[config.mk]
export PLATFORM = sky130hd
export DESIGN_NAME = rtp_target
export DESIGN_NICKNAME = d
export VERILOG_FILES = /design/src/rtp_pkg.sv /design/src/rtp_target.sv
export SDC_FILE = /design/constraint.sdc
export NUM_CORES = 1
export LEC_CHECK = 0
export BUFFER_PORTS_ARGS = -buffer_cell sky130_fd_sc_hd__buf_2
export CORE_MARGIN = 10
export CORE_UTILIZATION = 50
export DETAILED_ROUTE_END_ITERATION = 8
export GPL_TIMING_DRIVEN = 0
export PLACE_DENSITY = 0.7
export SYNTH_ARGS = -nofsm -noshare
export SYNTH_HDL_FRONTEND = slang
export SYNTH_SLANG_ARGS = --single-unit
[constraint.sdc]
create_clock -name i_sys_clk -period 3.3 [get_ports i_sys_clk]
set_clock_uncertainty 0.15 [all_clocks]
set_input_delay 0.495 -clock i_sys_clk [delete_from_list [all_inputs] [get_ports i_sys_clk]]
set_output_delay 0.495 -clock i_sys_clk [all_outputs]
set_load 0.02 [all_outputs]
[src/rtp_pkg.sv]
// rtp_pkg: constants and carriers for the regulator two-wire target port
// assumes a 100 MHz system clock; bus lines are sampled, never used as clocks
package rtp_pkg;
	localparam logic [6:0] RTP_TARGET_ADDR  = 7'h50;
	localparam logic [7:0] RTP_PTR_RESET    = 8'h00;
	localparam logic [3:0] RTP_BIT_LAST     = 4'h7;
	localparam logic [3:0] RTP_BIT_RESET    = 4'h0;
	localparam logic [4:0] RTP_HS_CODE_TOP  = 5'h01;
	localparam logic [6:0] RTP_GCALL_ADDR   = 7'h00;
	localparam int         RTP_SPIKE_NS     = 50;
	localparam int         RTP_SPIKE_HS_NS  = 10;
	localparam int         RTP_CLK_MHZ      = 100;
	localparam logic [2:0] RTP_FILT_LS      = 3'((RTP_SPIKE_NS * RTP_CLK_MHZ) / 1000);
	localparam logic [2:0] RTP_FILT_HS      = 3'((RTP_SPIKE_HS_NS * RTP_CLK_MHZ + 999) / 1000);
	localparam logic [1:0] RTP_FIFO_DEPTH   = 2'h2;

	typedef enum logic [2:0] {
		RTP_IDLE,
		RTP_ADDR,
		RTP_ACK_OUT,
		RTP_RX,
		RTP_TX,
		RTP_ACK_IN
	} rtp_state_e;

	// one register access leaving the port
	typedef struct packed {
		logic       is_write;
		logic [7:0] addr;
		logic [7:0] data;
	} rtp_req_s;

	typedef struct packed {
		logic scl;
		logic sda;
	} rtp_pins_s;
endpackage

[src/rtp_target.sv]
// rtp_target: two-wire target port, byte engine and register access outlet
// assumes a register store that answers reads with data on the next cycle
`timescale 1ns/1ns
module rtp_target
#(
	parameter logic [6:0] TARGET_ADDR = rtp_pkg::RTP_TARGET_ADDR,
	parameter logic [2:0] FILT_LS_LEN = rtp_pkg::RTP_FILT_LS,
	parameter logic [2:0] FILT_HS_LEN = rtp_pkg::RTP_FILT_HS
) (
	// clock and reset
	input  wire logic             i_sys_clk,
	input  wire logic             i_rst,
	// bus pins
	input  wire logic             i_scl,
	input  wire logic             i_sda,
	output logic                  o_sda_out,
	output logic                  o_sda_oe,
	output logic                  o_scl_out,
	output logic                  o_scl_oe,
	// register access outlet
	output rtp_pkg::rtp_req_s     o_req,
	output logic                  o_req_valid,
	input  wire logic             i_req_ready,
	input  wire logic [7:0]       i_rd_data,
	// status
	output logic                  o_hs_mode,
	output logic                  o_busy
);
	import rtp_pkg::*;

	// refuse settings the decoder cannot serve
	if (TARGET_ADDR == RTP_GCALL_ADDR) begin : g_bad_gcall
		$error("target address may not be the general call address");
	end
	if (TARGET_ADDR[6:2] == RTP_HS_CODE_TOP) begin : g_bad_hs
		$error("target address collides with the high-speed code");
	end
	if (FILT_HS_LEN == 3'h0 || FILT_LS_LEN < FILT_HS_LEN) begin : g_bad_filt
		$error("spike filter lengths out of range");
	end

	typedef struct packed {
		rtp_pins_s  sync1;
		rtp_pins_s  sync2;
		rtp_pins_s  filt;
		rtp_pins_s  filt_d;
		logic [2:0] cnt_scl;
		logic [2:0] cnt_sda;
		rtp_state_e state;
		logic [3:0] bitn;
		logic [7:0] shift;
		logic [7:0] ptr;
		logic       ptr_done;
		logic       rd_dir;
		logic       hs;
		logic       hs_code;
		logic       commit;
		logic       sda_low;
		logic       rd_req;
		logic [7:0] tx_byte;
		rtp_req_s   buf0;
		rtp_req_s   buf1;
		logic [1:0] fill;
		rtp_req_s   req;
		logic       req_valid;
		logic       busy;
	} rtp_st_s;

	rtp_st_s st_reg;
	rtp_st_s st_next;

	function automatic logic [2:0] filt_step(input logic [2:0] cnt, input logic differ);
		filt_step = differ ? 3'(cnt + 3'h1) : 3'h0;
	endfunction

	// eight bits sampled: the byte is complete
	function automatic logic byte_end(input logic [3:0] bitn);
		byte_end = (bitn == 4'(RTP_BIT_LAST + 4'h1));
	endfunction

	function automatic logic [7:0] ptr_step(input logic [7:0] ptr);
		ptr_step = 8'(ptr + 8'h01);
	endfunction

	// start shifting out a read byte, msb first, and move the pointer on
	function automatic rtp_st_s load_tx(input rtp_st_s s, input logic [7:0] d);
		load_tx = s;
		load_tx.state = RTP_TX;
		load_tx.tx_byte = d;
		load_tx.ptr = ptr_step(s.ptr);
		load_tx.sda_low = ~d[7];
	endfunction

	logic scl_rise;
	logic scl_fall;
	logic start_c;
	logic stop_c;
	logic [2:0] filt_len;
	rtp_req_s push_item;
	logic push;
	logic pop;

	always_comb begin
		st_next = st_reg;
		push = 1'b0;
		push_item = '0;
		// two-flop synchronisers on the pins
		st_next.sync1.scl = i_scl;
		st_next.sync1.sda = i_sda;
		st_next.sync2 = st_reg.sync1;
		// spike filters, length chosen by speed mode
		filt_len = st_reg.hs ? FILT_HS_LEN : FILT_LS_LEN;
		st_next.cnt_scl = filt_step(st_reg.cnt_scl, st_reg.sync2.scl != st_reg.filt.scl);
		st_next.cnt_sda = filt_step(st_reg.cnt_sda, st_reg.sync2.sda != st_reg.filt.sda);
		if (st_reg.cnt_scl >= filt_len) begin
			st_next.filt.scl = st_reg.sync2.scl;
			st_next.cnt_scl = 3'h0;
		end
		if (st_reg.cnt_sda >= filt_len) begin
			st_next.filt.sda = st_reg.sync2.sda;
			st_next.cnt_sda = 3'h0;
		end
		st_next.filt_d = st_reg.filt;
		// edges and bus conditions seen on the filtered lines
		scl_rise = st_reg.filt.scl & ~st_reg.filt_d.scl;
		scl_fall = ~st_reg.filt.scl & st_reg.filt_d.scl;
		start_c = st_reg.filt.scl & st_reg.filt_d.scl & st_reg.filt_d.sda & ~st_reg.filt.sda;
		stop_c = st_reg.filt.scl & st_reg.filt_d.scl & ~st_reg.filt_d.sda & st_reg.filt.sda;
		// read request is a one-cycle pulse
		st_next.rd_req = 1'b0;

		if (start_c) begin
			// repeated start treated as start; partial byte dropped
			st_next.state = RTP_ADDR;
			st_next.bitn = RTP_BIT_RESET;
			st_next.sda_low = 1'b0;
			st_next.commit = 1'b0;
		end else if (stop_c) begin
			st_next.state = RTP_IDLE;
			st_next.hs = 1'b0;
			st_next.sda_low = 1'b0;
			st_next.commit = 1'b0;
		end else if (scl_rise) begin
			// sample data while scl is high
			case (st_reg.state)
				RTP_ADDR, RTP_RX: begin
					st_next.shift = {st_reg.shift[6:0], st_reg.filt.sda};
					st_next.bitn = 4'(st_reg.bitn + 4'h1);
				end
				RTP_TX: st_next.bitn = 4'(st_reg.bitn + 4'h1);
				RTP_ACK_IN: begin
					if (st_reg.filt.sda)
						st_next.state = RTP_IDLE;
				end
				default: ;
			endcase
		end else if (scl_fall) begin
			case (st_reg.state)
				// address byte: acknowledge, take the high-speed code or ignore
				RTP_ADDR: begin
					if (byte_end(st_reg.bitn)) begin
						st_next.bitn = RTP_BIT_RESET;
						if (st_reg.shift[7:3] == RTP_HS_CODE_TOP) begin
							st_next.hs_code = 1'b1;
							st_next.state = RTP_IDLE;
						end else if (st_reg.shift[7:1] == TARGET_ADDR) begin
							st_next.state = RTP_ACK_OUT;
							st_next.sda_low = 1'b1;
							st_next.rd_dir = st_reg.shift[0];
							st_next.ptr_done = 1'b0;
							if (st_reg.shift[0])
								st_next.rd_req = 1'b1;
						end else begin
							st_next.state = RTP_IDLE;
						end
					end
				end
				// data byte: the first one is the pointer, later ones are committed
				RTP_RX: begin
					if (byte_end(st_reg.bitn)) begin
						st_next.bitn = RTP_BIT_RESET;
						st_next.state = RTP_ACK_OUT;
						st_next.sda_low = 1'b1;
						if (!st_reg.ptr_done) begin
							st_next.ptr = st_reg.shift;
							st_next.ptr_done = 1'b1;
						end else begin
							st_next.commit = 1'b1;
						end
					end
				end
				// end of the acknowledge clock
				RTP_ACK_OUT: begin
					st_next.sda_low = 1'b0;
					if (st_reg.commit) begin
						push = 1'b1;
						push_item = '{is_write: 1'b1, addr: st_reg.ptr, data: st_reg.shift};
						st_next.ptr = ptr_step(st_reg.ptr);
						st_next.commit = 1'b0;
					end
					if (st_reg.rd_dir)
						st_next = load_tx(st_next, i_rd_data);
					else
						st_next.state = RTP_RX;
				end
				// read data bits leave msb first
				RTP_TX: begin
					if (byte_end(st_reg.bitn)) begin
						st_next.bitn = RTP_BIT_RESET;
						st_next.state = RTP_ACK_IN;
						st_next.sda_low = 1'b0;
						st_next.rd_req = 1'b1;
					end else begin
						st_next.sda_low = ~st_reg.tx_byte[3'(RTP_BIT_LAST - st_reg.bitn)];
					end
				end
				// controller acknowledged: the next register goes out
				RTP_ACK_IN: begin
					st_next = load_tx(st_next, i_rd_data);
				end
				default: ;
			endcase
		end
		// fast filters only after the high-speed code and a restart
		if (st_reg.hs_code && start_c) begin
			st_next.hs = 1'b1;
			st_next.hs_code = 1'b0;
		end
		if (stop_c)
			st_next.hs_code = 1'b0;

		// read lookups go out as requests for the current pointer
		if (st_reg.rd_req) begin
			push = 1'b1;
			push_item = '{is_write: 1'b0, addr: st_reg.ptr, data: 8'h00};
		end

		// two-entry buffer toward the register store
		pop = st_reg.req_valid & i_req_ready;
		if (pop)
			st_next.req_valid = 1'b0;
		if (st_reg.fill != 2'h0 && (!st_reg.req_valid || pop)) begin
			st_next.req = st_reg.buf0;
			st_next.req_valid = 1'b1;
			st_next.buf0 = st_reg.buf1;
			st_next.fill = 2'(st_reg.fill - 2'h1);
		end
		if (push && st_next.fill != RTP_FIFO_DEPTH) begin
			if (st_next.fill == 2'h0)
				st_next.buf0 = push_item;
			else
				st_next.buf1 = push_item;
			st_next.fill = 2'(st_next.fill + 2'h1);
		end
		// busy leaves on a flip-flop like every other output that is not tied to a constant
		st_next.busy = (st_next.state != RTP_IDLE);
	end

	// lines come out of reset seen as released high
	always_ff @(posedge i_sys_clk or posedge i_rst) begin
		if (i_rst) begin
			st_reg <= '{sync1: '{1'b1, 1'b1}, sync2: '{1'b1, 1'b1}, filt: '{1'b1, 1'b1},
				filt_d: '{1'b1, 1'b1}, state: RTP_IDLE, ptr: RTP_PTR_RESET, default: '0};
		end else begin
			st_reg <= st_next;
		end
	end

	// scl is never driven; sda only pulled low
	assign o_scl_out = 1'b0;
	assign o_scl_oe = 1'b0;
	assign o_sda_out = 1'b0;
	assign o_sda_oe = st_reg.sda_low;
	assign o_req = st_reg.req;
	assign o_req_valid = st_reg.req_valid;
	assign o_hs_mode = st_reg.hs;
	assign o_busy = st_reg.busy;
endmodule

==> run metrics <==
Routed Antenna Nets 0; Area growth syn-to-layout 12.27%; Max Transition Viols Final 0; routability cong. between 0.8 and 0.9; DRT iter0 DRCs between 300 and 400; Cells after Synth 551; initial antenna violation count 0; PostCTS Resize Cnt 0; PD cells between 600 and 700 nW/um^2; ranking of synthesized cells by area dfrtp_1 44%, mux2_2 6.6%, a21oi_1 4.4%; Area after DPL 6061 um^2; first-pass GRT wire length between 20000 and 25000 um; GRT overflow 0; LEAKAGE around 0.003 uW; CTS root buffer clkbuf_16; Die Y 126.5 um; Initial DRT Pass Iterations 5; Synth Register Bits roughly 110; CTS buffer count 9; clock-pin slew on the worst setup and hold paths ~0.070 ns; synth unique cells between 60 and 70; DRC 0; worst endpoint required time roughly 3.4 ns; H-Tree Depth 3; clock buffer depth 2; worst hold slack 0.08515 ns; Final setup viols 0; Yosys warning count 0; Final period util 88.63%; Max Fclk approximately 340 MHz; Mapped Area 5669 um^2; num ports 37; final hold vios 0; top cell type's share of synthesized area a little over two fifths; num rows 38; Setup WS post-layout roughly 0.38 ns; die area approximately 16000 um^2; Initial Utilization 51.62%; All-Layer GR Usage around 16%; Setup Fix Bufs, Post-CTS 0; Hold Crit Class input pin to flip-flop; largest net degree at the start of global routing 42; Setup crit end kind flip-flop; ys flop type dfrtp_1; proportion of layout cells with a drive suffix above 1 between 20% and 30%; vias between 4000 and 5000; Max-cap violations 0; Core Box Area approximately 11000 um^2; ant diodes 0; Peak VDD IR 0.3600 mV; IO Port Bufs 33; cell taking the most area after synthesis dfrtp_1; cts hold-fix bufs 0; fin crit period a little under 3 ns; final wirelength 12120 um; WL/cell around 16 um; clk_lat worst skew between 0.3 and 0.4 ns; mean area per synthesized cell a little over 10 um^2; CTS tree done; Tightest Pin Transition 0.7651 ns; via/cell ratio roughly 5.7; max FFs per register 85; Setup Total Neg Slack 0 ns; Post-synth ARST share 100.0%; clk sinks 107; Place WS 0.2964 ns; Die X around 130 um; Post-Layout Inst Area roughly 6400 um^2; commonest non-fill, non-tap cell in the layout dfrtp_1; vias in the first global route roughly 4200; max_slew headroom ~49%; outcome completed; type of origin of the critical path flip-flop; Seq/Total Area, Yosys a little under half; Total Nets Final 632; RSZ-0062 raised after global routing no; fin util ~58%; CP Data Arrival Time roughly 3.0 ns; CP Max Fanout 10; most frequent cells in the layout 99 x dfrtp_1, 58 x nand2_1, 50 x a21oi_1; Crit Path Category flip-flop to flip-flop; Post-synth EDFFs 0; DP Wirelength around 8800 um
[per-stage QoR]
stage	power, uW	std cells
after floorplan	2743	553
after detailed placement	3106	728
after global routing	4469	744
after global placement	3047	726
final	4164	744
after CTS	4201	744
[synth_stat cells, drive strengths merged (4+ instances only)]
master / count
nand2: 58
a22oi: 4
nor2: 31
nand4: 4
nand2b: 9
dfstp: 8
mux2: 33
or3: 4
nor4: 4
a21oi: 53
clkbuf: 15
ha: 20
nand3: 17
buf: 34
a22o: 8
xnor2: 10
xor2: 5
o22ai: 5
mux2i: 20
inv: 20
dfrtp: 99
a31oi: 8
a221oi: 4
and3: 5
o31ai: 4
o21ai: 26
[path summary, 6_finish.rpt]
kind	from	to	slack, ns	cells after the start
max in group asynchronous	i_rst	st_reg[105]$_DFF_PP1_	2.21	3
setup reg to reg	st_reg[100]$_DFF_PP1_	st_reg[21]$_DFFE_PP0P_	0.38	10
min in group asynchronous	i_rst	st_reg[72]$_DFFE_PP0P_	0.10	2
setup / recovery	st_reg[100]$_DFF_PP1_	st_reg[21]$_DFFE_PP0P_	0.38	10
hold / removal	i_scl	st_reg[106]$_DFF_PP1_	0.09	1
hold reg to reg	st_reg[105]$_DFF_PP1_	st_reg[103]$_DFF_PP1_	0.21	0
[power by group]
part | switching (uW) | internal, uW | total [uW]
sequential | 184 | 1510 | 1690
combinational | 835 | 545 | 1380
clock | 493 | 597 | 1090
[critical path, stage by stage, from the launching register on]
cell and delay, ns:
dfstp_2 0.55, inv_1 0.04, ha_1 0.18, clkbuf_1 0.20, nand2b_1 0.30, a21oi_2 0.38, a31o_2 0.27, nand2b_1 0.07
clkbuf_1 0.18, buf_2 0.24, a22o_1 0.25
[per-layer routing]
layer,routed length (um),up-vias,GRT usage [%]
li1,-,2032,-
met1,5407,2070,20.35
met2,5857,99,25.39
met3,681,18,3.998
met4,170,0,4.220
met5,0,-,0
[final cells by class]
type / count / area [um^2]
fill: 949 / 4618
sequential: 107 / 2688
multi-input combinational: 377 / 2628
buffer: 49 / 287.8
clock buffer: 10 / 229.0
timing repair buffer: 35 / 205.2
tap: 140 / 175.2
inverter: 20 / 78.83
clock inverter: 6 / 73.82
[kinds of logic (layout without fill, tap and decap cells)]
logic type | after synthesis | after routing | synth area share [%]
other cells | 1 | 3 | 0.06615
xor+xnor | 15 | 15 | 2.317
buf+inv | 69 | 120 | 6.378
compound gates | 133 | 133 | 15.27
simple gates | 151 | 151 | 13.26
flops | 107 | 107 | 47.41
mux | 55 | 55 | 10.88
fa+ha+maj | 20 | 20 | 4.414
Power figures use the tool's default switching activity.
